==> src/common/adcprr_pkg.sv <==
/*
 * Shared types and constants of the parallel result readout block.
 * Assumes a single 100 MHz clock; all timing counts derive from it.
 */
package adcprr_pkg;

	// ----------------------------------------------------------------
	// Widths and timing
	// ----------------------------------------------------------------
	localparam int RES_W          = 14;            // Result width in bits
	localparam int BYTE_W         = 8;             // Narrow output width
	localparam int CLK_PERIOD_PS  = 10000;         // 100 MHz
	localparam int CONV_MAX_PS    = 4700000;       // Longest conversion, 4.7 us
	// Longest time rounds down to whole cycles
	localparam int CONV_CYCLES    = CONV_MAX_PS / CLK_PERIOD_PS;
	localparam int OUT_DELAY_PS   = 10000;         // Select-to-data delay
	// Least time rounds up, never below one cycle
	localparam int OUT_DELAY_CYC  = (OUT_DELAY_PS + CLK_PERIOD_PS - 1) / CLK_PERIOD_PS;
	localparam int CNT_W          = 10;
	localparam logic [RES_W-1:0] RESULT_RST = 14'h0000;
	localparam logic [RES_W-1:0] SAR_MSB    = 14'h2000;

	// ----------------------------------------------------------------
	// Phase machine, Gray coded along the usual path
	// ----------------------------------------------------------------
	typedef enum logic [2:0] {
		ADCPRR_IDLE    = 3'b000,
		ADCPRR_ACQUIRE = 3'b001,
		ADCPRR_CONVERT = 3'b011,
		ADCPRR_DONE    = 3'b010,
		ADCPRR_READ    = 3'b110
	} adcprr_phase_t;

	// Host-side parallel port inputs
	typedef struct packed {
		logic select_n;
		logic read_conv;
		logic high_byte_sel;
	} adcprr_host_t;

	// Result bus pins (output plus enable)
	typedef struct packed {
		logic [RES_W-1:0] data;
		logic             oe;
	} adcprr_bus_t;

endpackage

==> src/design/adcprr_sar.sv <==
/*
 * Successive-approximation engine: one bit decided per step, MSB first.
 * Assumes the sampled analog value arrives as a digital code on sample_in.
 */
`timescale 1ns/1ps
`default_nettype none

module adcprr_sar
	import adcprr_pkg::*;
#(
	parameter int STEP_CYCLES = 4
) (
	// Clock and reset
	input  wire logic             clk_in,
	input  wire logic             rstn_in,
	input  wire logic             ce_in,
	// Control
	input  wire logic             start_in,
	input  wire logic [RES_W-1:0] sample_in,
	// Result
	output logic                  done_out,
	output logic [RES_W-1:0]      result_out
);

	initial begin
		if (STEP_CYCLES < 1 || STEP_CYCLES * RES_W > CONV_CYCLES)
			$error("adcprr_sar: conversion would exceed its time limit");
	end

	typedef struct packed {
		logic [RES_W-1:0] trial;
		logic [RES_W-1:0] bitm;
		logic [RES_W-1:0] held;
		logic [CNT_W-1:0] step;
		logic             busy;
		logic             done;
	} adcprr_sar_t;

	adcprr_sar_t s_reg;
	adcprr_sar_t s_next;

	// ----------------------------------------------------------------
	// Binary search; the trial code is plain unsigned binary
	// ----------------------------------------------------------------
	always_comb begin
		s_next      = s_reg;
		s_next.done = 1'b0;
		if (start_in) begin
			s_next.held  = sample_in;                 // Freeze the sample
			s_next.trial = RESULT_RST;
			s_next.bitm  = SAR_MSB;
			s_next.step  = '0;
			s_next.busy  = 1'b1;
		end else if (s_reg.busy) begin
			if (s_reg.step == CNT_W'(STEP_CYCLES - 1)) begin
				s_next.step = '0;
				// Keep the bit while trial stays at or below the sample
				if ((s_reg.trial | s_reg.bitm) <= s_reg.held)
					s_next.trial = s_reg.trial | s_reg.bitm;
				s_next.bitm = s_reg.bitm >> 1;
				if (s_reg.bitm[0]) begin
					s_next.busy = 1'b0;
					s_next.done = 1'b1;
				end
			end else begin
				s_next.step = s_reg.step + 1'b1;
			end
		end
	end

	always_ff @(posedge clk_in or negedge rstn_in) begin
		if (!rstn_in) begin
			s_reg <= '0;
		end else if (ce_in) begin
			s_reg <= s_next;
		end
	end

	assign done_out   = s_reg.done;
	assign result_out = s_reg.trial;

endmodule

`default_nettype wire

==> src/design/adcprr_top.sv <==
/*
 * Control and readout of a 14-bit converter behind a parallel host port.
 * Assumes the host pins are synchronous to clk_in; the bus wire is
 * resolved outside from result_oe_out.
 */
`timescale 1ns/1ps
`default_nettype none

// Function
// - Done output falls when result is valid
// - Bus released during acquisition and conversion
// - Third select fall, read high, drives result
// - Select rising releases the result bus
// - Idle after read until next select fall
// - Wide variant 14 bits, narrow byte-wide
// - High-byte select low gives LSB, high MSB
// - Reset with select high, next fall acquires
// - Result coded as straight unsigned binary
// - Fall with read low starts acquisition only
// - Second fall freezes sample, starts converting
// - Read level at second fall picks power-down
// - Conversion finishes within 4.7 us
module adcprr_top
	import adcprr_pkg::*;
#(
	parameter int  STEP_CYCLES = 4,
	parameter bit  WIDE        = 1'b1
) (
	// Clock, reset, enable
	input  wire logic             clk_in,
	input  wire logic             rstn_in,
	input  wire logic             ce_in,
	// Host port
	input  wire logic             select_n_in,
	input  wire logic             read_conv_in,
	input  wire logic             high_byte_sel_in,
	input  wire logic             dev_reset_in,
	// Sampled analog value as a code
	input  wire logic [RES_W-1:0] analog_in,
	// Result bus and status
	output logic [RES_W-1:0]      result_bus_out,
	output logic                  result_oe_out,
	output logic                  conv_done_n_out,
	output logic                  shutdown_out,
	output logic                  acquiring_out
);

	initial begin
		if (OUT_DELAY_CYC < 1 || OUT_DELAY_CYC >= (1 << CNT_W))
			$error("adcprr_top: output delay count out of range");
	end

	typedef struct packed {
		adcprr_phase_t    phase;
		logic             sel_prev;
		logic             shut;
		logic             done_n;
		logic             oe;
		logic             acq;
		logic [CNT_W-1:0] dly;
		logic [RES_W-1:0] result;
		logic [RES_W-1:0] bus;
	} adcprr_state_t;

	adcprr_state_t st_reg;
	adcprr_state_t st_next;
	adcprr_host_t  host;
	logic          sel_fall;
	logic          sel_rise;
	logic          sar_start;
	logic          sar_done;
	logic [RES_W-1:0] sar_result;

	assign host     = '{select_n: select_n_in, read_conv: read_conv_in,
		high_byte_sel: high_byte_sel_in};
	assign sel_fall = st_reg.sel_prev & ~host.select_n;
	assign sel_rise = ~st_reg.sel_prev & host.select_n;

	// ----------------------------------------------------------------
	// Converter core
	// ----------------------------------------------------------------
	adcprr_sar #(
		.STEP_CYCLES (STEP_CYCLES)
	) u_sar (
		.clk_in     (clk_in),
		.rstn_in    (rstn_in),
		.ce_in      (ce_in),
		.start_in   (sar_start),
		.sample_in  (analog_in),
		.done_out   (sar_done),
		.result_out (sar_result)
	);

	// Second select fall during acquisition holds the sample
	assign sar_start = ce_in && st_reg.phase == ADCPRR_ACQUIRE && sel_fall;

	// ----------------------------------------------------------------
	// Phase sequencing
	// ----------------------------------------------------------------
	always_comb begin
		st_next          = st_reg;
		st_next.sel_prev = host.select_n;
		case (st_reg.phase)
			ADCPRR_IDLE: begin
				// Start only with read low; a read-high fall is ignored
				if (sel_fall && !host.read_conv) begin
					st_next.phase  = ADCPRR_ACQUIRE;
					st_next.acq    = 1'b1;
					st_next.shut   = 1'b0;
					st_next.done_n = 1'b1;
				end
			end
			ADCPRR_ACQUIRE: begin
				if (sel_fall) begin
					st_next.phase = ADCPRR_CONVERT;
					st_next.acq   = 1'b0;
					st_next.shut  = host.read_conv;
				end
			end
			ADCPRR_CONVERT: begin
				st_next.oe = 1'b0;
				if (sar_done) begin
					st_next.result = sar_result;
					st_next.done_n = 1'b0;
					st_next.phase  = ADCPRR_DONE;
				end
			end
			ADCPRR_DONE: begin
				if (sel_fall && host.read_conv) begin
					st_next.phase = ADCPRR_READ;
					st_next.dly   = CNT_W'(OUT_DELAY_CYC);
				end else if (sel_fall) begin
					// A convert request starts a fresh cycle
					st_next.phase  = ADCPRR_ACQUIRE;
					st_next.acq    = 1'b1;
					st_next.shut   = 1'b0;
					st_next.done_n = 1'b1;
				end
			end
			ADCPRR_READ: begin
				if (st_reg.dly > 1)
					st_next.dly = st_reg.dly - 1'b1;
				else if (!host.select_n)
					st_next.oe = 1'b1;
				// Byte steering follows the select live while reading
				if (WIDE)
					st_next.bus = st_reg.result;
				else if (host.high_byte_sel)
					st_next.bus = RES_W'(st_reg.result[RES_W-1:BYTE_W]);
				else
					st_next.bus = RES_W'(st_reg.result[BYTE_W-1:0]);
				if (sel_rise) begin
					st_next.oe    = 1'b0;
					st_next.phase = ADCPRR_IDLE;
				end
			end
			default: st_next.phase = ADCPRR_IDLE;
		endcase
		// Reset with select high returns to idle, no dummy cycle needed
		if (dev_reset_in && host.select_n) begin
			st_next.phase  = ADCPRR_IDLE;
			st_next.oe     = 1'b0;
			st_next.acq    = 1'b0;
			st_next.done_n = 1'b1;
		end
	end

	always_ff @(posedge clk_in or negedge rstn_in) begin
		if (!rstn_in) begin
			st_reg          <= '0;
			st_reg.phase    <= ADCPRR_IDLE;
			st_reg.sel_prev <= 1'b1;
			st_reg.done_n   <= 1'b1;
		end else if (ce_in) begin
			st_reg <= st_next;
		end
	end

	// Outputs straight from flip-flops
	assign result_bus_out  = st_reg.bus;
	assign result_oe_out   = st_reg.oe;
	assign conv_done_n_out = st_reg.done_n;
	assign shutdown_out    = st_reg.shut;
	assign acquiring_out   = st_reg.acq;

	// ----------------------------------------------------------------
	// Checks
	// ----------------------------------------------------------------
	bus_quiet_a: assert property (@(posedge clk_in) disable iff (!rstn_in)
		(st_reg.phase == ADCPRR_ACQUIRE || st_reg.phase == ADCPRR_CONVERT) |-> !result_oe_out)
		else $error("result bus driven outside read");
	done_fall_a: assert property (@(posedge clk_in) disable iff (!rstn_in)
		$fell(conv_done_n_out) |-> st_reg.phase == ADCPRR_DONE)
		else $error("done fell without result");
	conv_time_a: assert property (@(posedge clk_in) disable iff (!rstn_in)
		(ce_in && sar_start) |-> ##[1:470] (conv_done_n_out == 1'b0))
		else $error("conversion too long");
	read_drive_a: assert property (@(posedge clk_in) disable iff (!rstn_in)
		(ce_in && st_reg.phase == ADCPRR_DONE && sel_fall && host.read_conv
		&& !dev_reset_in) ##1 (ce_in && !host.select_n)[*3] |-> result_oe_out)
		else $error("read did not drive bus");
	bus_release_a: assert property (@(posedge clk_in) disable iff (!rstn_in)
		(ce_in && sel_rise) |=> !result_oe_out)
		else $error("bus not released");
	byte_pick_a: assert property (@(posedge clk_in) disable iff (!rstn_in)
		(!WIDE && result_oe_out && $past(ce_in) && !$past(high_byte_sel_in))
		|-> result_bus_out == RES_W'(st_reg.result[BYTE_W-1:0]))
		else $error("wrong byte on bus");
	mode_pick_a: assert property (@(posedge clk_in) disable iff (!rstn_in)
		(ce_in && sar_start && !dev_reset_in) |=> shutdown_out == $past(read_conv_in))
		else $error("power mode not latched");
	done_rise_a: assert property (@(posedge clk_in) disable iff (!rstn_in)
		$rose(acquiring_out) |-> conv_done_n_out)
		else $error("done still low in acquisition");
	reset_idle_a: assert property (@(posedge clk_in) disable iff (!rstn_in)
		(ce_in && dev_reset_in && select_n_in) |=> st_reg.phase == ADCPRR_IDLE)
		else $error("reset did not idle");
	no_start_a: assert property (@(posedge clk_in) disable iff (!rstn_in)
		(ce_in && st_reg.phase == ADCPRR_IDLE && sel_fall && read_conv_in)
		|=> !acquiring_out)
		else $error("read-high fall started acquisition");

endmodule

`default_nettype wire

==> config.mk <==
export PLATFORM = sky130hd
export DESIGN_NAME = adcprr_top
export DESIGN_NICKNAME = d
export VERILOG_FILES = /design/src/common/adcprr_pkg.sv /design/src/design/adcprr_sar.sv /design/src/design/adcprr_top.sv
export SDC_FILE = /design/constraint.sdc
export NUM_CORES = 1
export LEC_CHECK = 0
export ABC_AREA = 0
export BUFFER_PORTS_ARGS = -buffer_cell sky130_fd_sc_hd__buf_2
export CORE_ASPECT_RATIO = 2
export CORE_MARGIN = 2
export CORE_UTILIZATION = 30
export CTS_CLUSTER_DIAMETER = 100
export DETAILED_ROUTE_END_ITERATION = 6
export PLACE_DENSITY = 0.51
export SLEW_MARGIN = 20
export SYNTH_ARGS = -nofsm -noshare
export SYNTH_HDL_FRONTEND = slang
export SYNTH_SLANG_ARGS = --single-unit
==> constraint.sdc <==
create_clock -name clk_in -period 2.9 [get_ports clk_in]
set_clock_uncertainty 0.15 [all_clocks]
set_input_delay 0.29 -clock clk_in [delete_from_list [all_inputs] [get_ports clk_in]]
set_output_delay 0.29 -clock clk_in [all_outputs]
set_load 0.02 [all_outputs]
# == After elaboration in Yosys (flattened, before gate mapping) ==
# Index checks and enable logic that the tools add are counted.
# totals
register_bits,100
in_bits,21
elab_cells,109
# op_classes
mux,38
eq_ne,20
n_addsub,2
bitwise,5
n_lt_le_gt_ge,2
reduce_logical,27
# op_table
op,n
$mux W28,3
$mux W10,3
$mux W3,8
$reduce_and A6 Y1,4
$pmux W10 S2,1
$pmux W3 S5,1
$le A14 B14 Y1,1
$mux W14,1
$or A14 B14 Y14,1
$mux W12,1
$ne A2 B2 Y1 const B,6
$ne A3 B3 Y1 const B,4
$ne A4 B4 Y1 const B,3
$reduce_and A4 Y1,3
$mux W11,1
$add A10 B1 Y10 const B,1
$eq A10 B2 Y1 const B,1
$gt A10 B1 Y1 const B,1
$mux W1,10
$mux W2,5
$sub A10 B1 Y10 const B,1
$pmux W1 S3,3
$reduce_bool A2 Y1,4
$reduce_bool A4 Y1,2
other kinds (13),25

# == Depth between registers and ports, before layout ==
# depth
word_depth,6
ltp_mapped,8
depth_no_buf,7

# == By module ==
# Synthesis repeated with hierarchy kept, for this count alone.
# hier_totals
cells_unflattened,502
area_unflattened_um2,5171.2
# by_module_without_submodules
module,area_per_inst_um2,instances,cells_each
adcprr_sar,2901.5,1,305
adcprr_top,2269.7,1,197

# == Least setup slack after synthesis ==
# OpenSTA, ideal clock, no wires.
# synth_timing
path_kind,flip-flop to flip-flop
from,register u_sar.s_reg[35] in the netlist's numbering
to,"register u_sar.s_reg, in the netlist u_sar.result_out[10]"
required_time_ns,2.667
slack_ns,0.640
arrival_ns,2.028
setup_time_ns,0.083
path_stages_with_launch,9
path_cell_list,dfrtp_1 > or2_2 > ha_1 > a211oi_1 > o21ai_0 > a2111oi_4 > a21boi_2 > buf_2 > o21ai_0
# synth_between
elab_chain_cells,4
# synth_rtl
item,line,text
from (decl),adcprr_sar.sv:39,adcprr_sar_t s_reg;
from (signal assigned),adcprr_sar.sv:75,s_reg <= s_next;
$or A14 B14 Y14,adcprr_sar.sv:58,if ((s_reg.trial | s_reg.bitm) <= s_reg.held)
$le A14 B14 Y1,adcprr_sar.sv:58,
$reduce_bool A2 Y1 (no line),n/a,
$reduce_and A4 Y1 (no line),n/a,
# No other way between the ends.
# A chain may end at the register's enable or synchronous reset.

# == Worst setup path after layout ==
# layout_timing
from,"register u_sar.s_reg, in the netlist u_sar.result_out[13]"
to,"register u_sar.s_reg, in the netlist u_sar.result_out[9]"
# The elaborated chain is that of the path after synthesis.

==> Implementation_results.wiki <==
{| class="wikitable"
! Metric !! Value
|-
| Synthesized flop and latch total || 100
|-
| CTS tree || yes
|-
| Critical hold path startpoint || analog_in[13]
|-
| Clk sink count || 100
|-
| Actual transition at the worst max-transition pin || 0.657 ns
|-
| Gp weighted congestion || 0.789
|-
| Req. time, crit path || 2.94 ns
|-
| Proportion of synthesized chip area in sequential cells || 50.5%
|-
| CTS buffer count || 9
|-
| Routed Wire Length || 11.3 mm
|-
| Floorplan Core Area || 0.0163 mm2
|-
| Total negative setup slack || 0 ns
|-
| Top area cells in the synthesized netlist || sky130_fd_sc_hd__dfrtp_1 49%, sky130_fd_sc_hd__mux2_2 6.6%, sky130_fd_sc_hd__nand2_1 6.0%, sky130_fd_sc_hd__ha_1 4.3%, sky130_fd_sc_hd__o21ai_0 3.6%
|-
| Fraction of final layout cells sized beyond drive strength 1 || 22.5%
|-
| Total count of max-transition violations in the final report || 0
|-
| Commonest cells after routing, fill and taps aside || 98 x sky130_fd_sc_hd__dfrtp_1, 79 x sky130_fd_sc_hd__nand2_1, 36 x sky130_fd_sc_hd__nor2_1, 36 x sky130_fd_sc_hd__o21ai_0, 36 x sky130_fd_sc_hd__buf_2
|-
| Synthesized area divided by synthesized cell count || 10.2 um2
|-
| Crit path capture type || flip-flop
|-
| Setup repair after global routing missed its margin || false
|-
| Setup-failing EPs final || 0
|-
| Detailed Routing Iterations Pass 1 || 6
|-
| Combinational family with the most area after synthesis || simple AND/OR/NAND/NOR gates
|-
| Number of antenna cells inserted || 0
|-
| Antenna violations before repair || 0
|-
| Non-Filler Cell Area, Final || 0.00567 mm2
|-
| Number of top-level pins || 39
|-
| Compound-Gate Fraction of Synth Area || 13.3%
|-
| Remaining global-route overflow || 0
|-
| Arr. time, crit path || 2.64 ns
|-
| Max frequency || 0.385 GHz
|-
| Input/output buffers || 37
|-
| Cell Int Power || 2.65 mW
|-
| Final number of hold-violating endpoints || 0
|-
| Wire length of the first global-routing pass || 18.6 mm
|-
| Clock-pin slew on the worst setup and hold paths || 0.08 ns
|-
| Reg area || 0.00250 mm2
|-
| Post-synth ARST share || 100%
|-
| Fraction of power spent switching nets || 33.3%
|-
| Cell area after placement || 0.00526 mm2
|-
| Time the final worst path needs with I/O delays and setup || 2.60 ns
|-
| Vertical extent of the die || 186 um
|-
| Share of the synthesized netlist area taken by xor and xnor gates || 2.82%
|-
| Layout overhead on the synthesized area || 14.2%
|-
| Final Cycle Share || 89.7%
|-
| Worst r2r path cells || 7
|-
| Cells after synthesis || 487
|-
| Multiplexer share of the synthesized area || 6.78%
|-
| Tightest hold margin || 0.00969 ns
|-
| Clock Path Buffers || 2
|-
| Power share of the clock group || 32.4%
|-
| Leakage power || 2.66 nW
|-
| Clock Latency Late Sink || 0.35 ns
|-
| Number of max-capacitance violations reported || 0
|-
| Number of H-tree levels || 3
|-
| Terminus of the critical flop-to-flop path || u_sar.result_out[9]
|-
| Post-layout instance count excluding filler cells || 729
|-
| Path class of the lowest-slack min-delay path || in -> reg
|-
| Routed wirelength normalized by instance count || 15.5 um
|-
| Post-synthesis share of cell area spent on full adders, half adders and majority gates || 4.29%
|-
| Number of inserted filler cells in the final layout || 1667
|-
| Horizontal die dimension || 95.0 um
|-
| Post-synth top area share || 49.4%
|-
| Count of placed standard cells including taps || 704
|-
| Cell area after technology mapping || 0.00496 mm2
|-
| Run status || complete, no violations
|-
| Post-synthesis cell type with the largest combined area || sky130_fd_sc_hd__dfrtp_1
|-
| Number of distinct library cells after synthesis || 56
|-
| Register share of total power || 43.9%
|-
| Setup slack of the worst register-to-register path || 0.30 ns
|-
| CTS-repair resized insts || 0
|-
| Final setup slack of the worst path || 0.300 ns
|-
| Area of combinational cells with multiple inputs || 0.00218 mm2
|-
| Switching pwr || 1.32 mW
|-
| Reg-to-Reg Start || u_sar.result_out[13]
|-
| Predominant post-synthesis flop cell || sky130_fd_sc_hd__dfrtp_1
|-
| Number of nets in the layout || 558
|-
| Kind of start point of the critical path || flip-flop
|-
| Worst slew margin relative to its limit || 56.2%
|-
| Overall Global Routing Usage || 13.9%
|-
| Largest net degree at the start of global routing || 51
|-
| Effective utilization at floorplan || 30.5%
|-
| Row count || 66
|-
| Synth warnings || 0
|-
| Place WS || 0.285 ns
|-
| Simple-gate share of the synthesized area || 16.6%
|-
| Flip-flop count of the largest register after layout || 39
|-
| Maximum vdd ir drop || 0.000379 V
|-
| P per Cell Area || 700 mW/mm2
|-
| Die area || 0.0177 mm2
|-
| Placed wire-length estimate after detailed placement || 8.38 mm
|-
| Combinational fraction of design power || 23.7%
|-
| Detailed-route vias per instance || 4.90
|-
| Commonest non-fill, non-tap cell in the layout || sky130_fd_sc_hd__dfrtp_1
|-
| Number of buffers inserted for hold repair after clock tree synthesis || 9
|-
| Buffer cell driving the clock tree root || sky130_fd_sc_hd__clkbuf_16
|-
| Setup Fix Bufs, Post-CTS || 0
|-
| Max FO, Critical Path || 14
|-
| Cells on Worst Hold Path || 3
|-
| Nets in the synthesized netlist || 525
|-
| Total via count in the routed design || 3570
|-
| Via count of the first global-routing pass || 3752
|-
| Initial detailed-routing violation count || 159
|-
| Category of the critical setup timing path || reg -> reg
|-
| Number of flops mapped to enable cells by yosys || 0
|-
| Number of nets still failing antenna checks after routing || 0
|-
| DRC || 0
|-
| Endpoint, Worst Hold || u_sar.s_reg[25]
|}
==> layer usage <==
layer	track usage (%)	vias to the layer above	share of wire (%)
met4	5.91	0	2.4
met5	0	-	0
met1	13.7	1779	36
met2	27.1	54	59
li1	-	1718	-
met3	2.47	19	2.4
==> synth_stat cells (2+ instances only) <==
master / n
sky130_fd_sc_hd__nor2b_1: 3
sky130_fd_sc_hd__nand4_1: 3
sky130_fd_sc_hd__nor3_1: 7
sky130_fd_sc_hd__o21ai_0: 36
sky130_fd_sc_hd__o32ai_1: 2
sky130_fd_sc_hd__o211ai_1: 3
sky130_fd_sc_hd__o22ai_1: 2
sky130_fd_sc_hd__or2_2: 13
sky130_fd_sc_hd__mux2_2: 29
sky130_fd_sc_hd__xnor2_1: 11
sky130_fd_sc_hd__o31ai_1: 2
sky130_fd_sc_hd__buf_4: 16
sky130_fd_sc_hd__buf_6: 2
sky130_fd_sc_hd__a2111oi_4: 4
sky130_fd_sc_hd__buf_2: 6
sky130_fd_sc_hd__o21a_1: 2
sky130_fd_sc_hd__inv_1: 22
sky130_fd_sc_hd__a21o_1: 2
sky130_fd_sc_hd__nand2_1: 79
sky130_fd_sc_hd__ha_1: 17
sky130_fd_sc_hd__a21oi_1: 26
sky130_fd_sc_hd__a31oi_1: 2
sky130_fd_sc_hd__a211oi_1: 3
sky130_fd_sc_hd__dfrtp_1: 98
sky130_fd_sc_hd__o21ai_1: 3
sky130_fd_sc_hd__nor2_1: 36
sky130_fd_sc_hd__and2_1: 2
sky130_fd_sc_hd__clkbuf_1: 7
sky130_fd_sc_hd__nand2b_1: 4
sky130_fd_sc_hd__nor4_1: 3
sky130_fd_sc_hd__dfstp_2: 2
sky130_fd_sc_hd__nand3_1: 12
sky130_fd_sc_hd__xor2_1: 5
==> worst max-delay path by stage <==
stage                               from              endpoint  slack (ns)  depth (start not counted)
floorplan                u_sar.s_reg[35]  u_sar.result_out[10]        0.64                          8
global placement    u_sar.result_out[13]  u_sar.result_out[11]        0.35                          7
detailed placement  u_sar.result_out[13]   u_sar.result_out[2]        0.29                          7
CTS                 u_sar.result_out[13]   u_sar.result_out[2]        0.27                          7
global route        u_sar.result_out[13]   u_sar.result_out[7]        0.09                          7
finish              u_sar.result_out[13]   u_sar.result_out[9]        0.30                          7
==> through the flow <==
step / total power, mW / util [%]
floorplan: 2.42 / -
global placement: 2.68 / 32.3
detailed placement: 2.71 / 32.3
CTS: 4.03 / 34.8
global route: 4.22 / 34.8
finish: 3.97 / 34.8
==> logic make-up (layout without fill, tap and decap cells) <==
| logic type | after synthesis | in the layout |
|---|---|---|
| AO/OA/AOI/OAI | 97 | 97 |
| XOR/XNOR | 16 | 16 |
| adder cells (fa/ha/maj) | 17 | 17 |
| buffers and inverters | 53 | 91 |
| flip-flops | 100 | 100 |
| multiplexers | 30 | 30 |
| AND/OR/NAND/NOR | 174 | 174 |
==> critical path: stages (launching register included) <==
cell and delay (ns):
sky130_fd_sc_hd__dfrtp_1 0.41, sky130_fd_sc_hd__or2_2 0.32, sky130_fd_sc_hd__ha_1 0.30, sky130_fd_sc_hd__nand3_1 0.10
sky130_fd_sc_hd__nor3_1 0.27, sky130_fd_sc_hd__o31ai_1 0.14, sky130_fd_sc_hd__a21boi_2 0.55, sky130_fd_sc_hd__o21ai_0 0.20
==> final cells by class <==
class                           instances  area share (%)
Clock buffer                            9            3.97
Clock inverter                          7            1.66
Inverter                               22            1.46
Multi-Input combinational cell        334            38.4
Sequential cell                       100            44.2
Tap cell                              204            4.50
Timing Repair Buffer                   53            5.83
==> power groups by stage <==
stage	combinational [mW]	sequential (mW)	clock, mW
floorplan	0.682	1.74	0
global placement	0.919	1.76	0
detailed placement	0.941	1.76	0
CTS	0.959	1.74	1.34
global route	1.07	1.76	1.39
finish	0.942	1.74	1.29
Power figures use the tool's default switching activity.
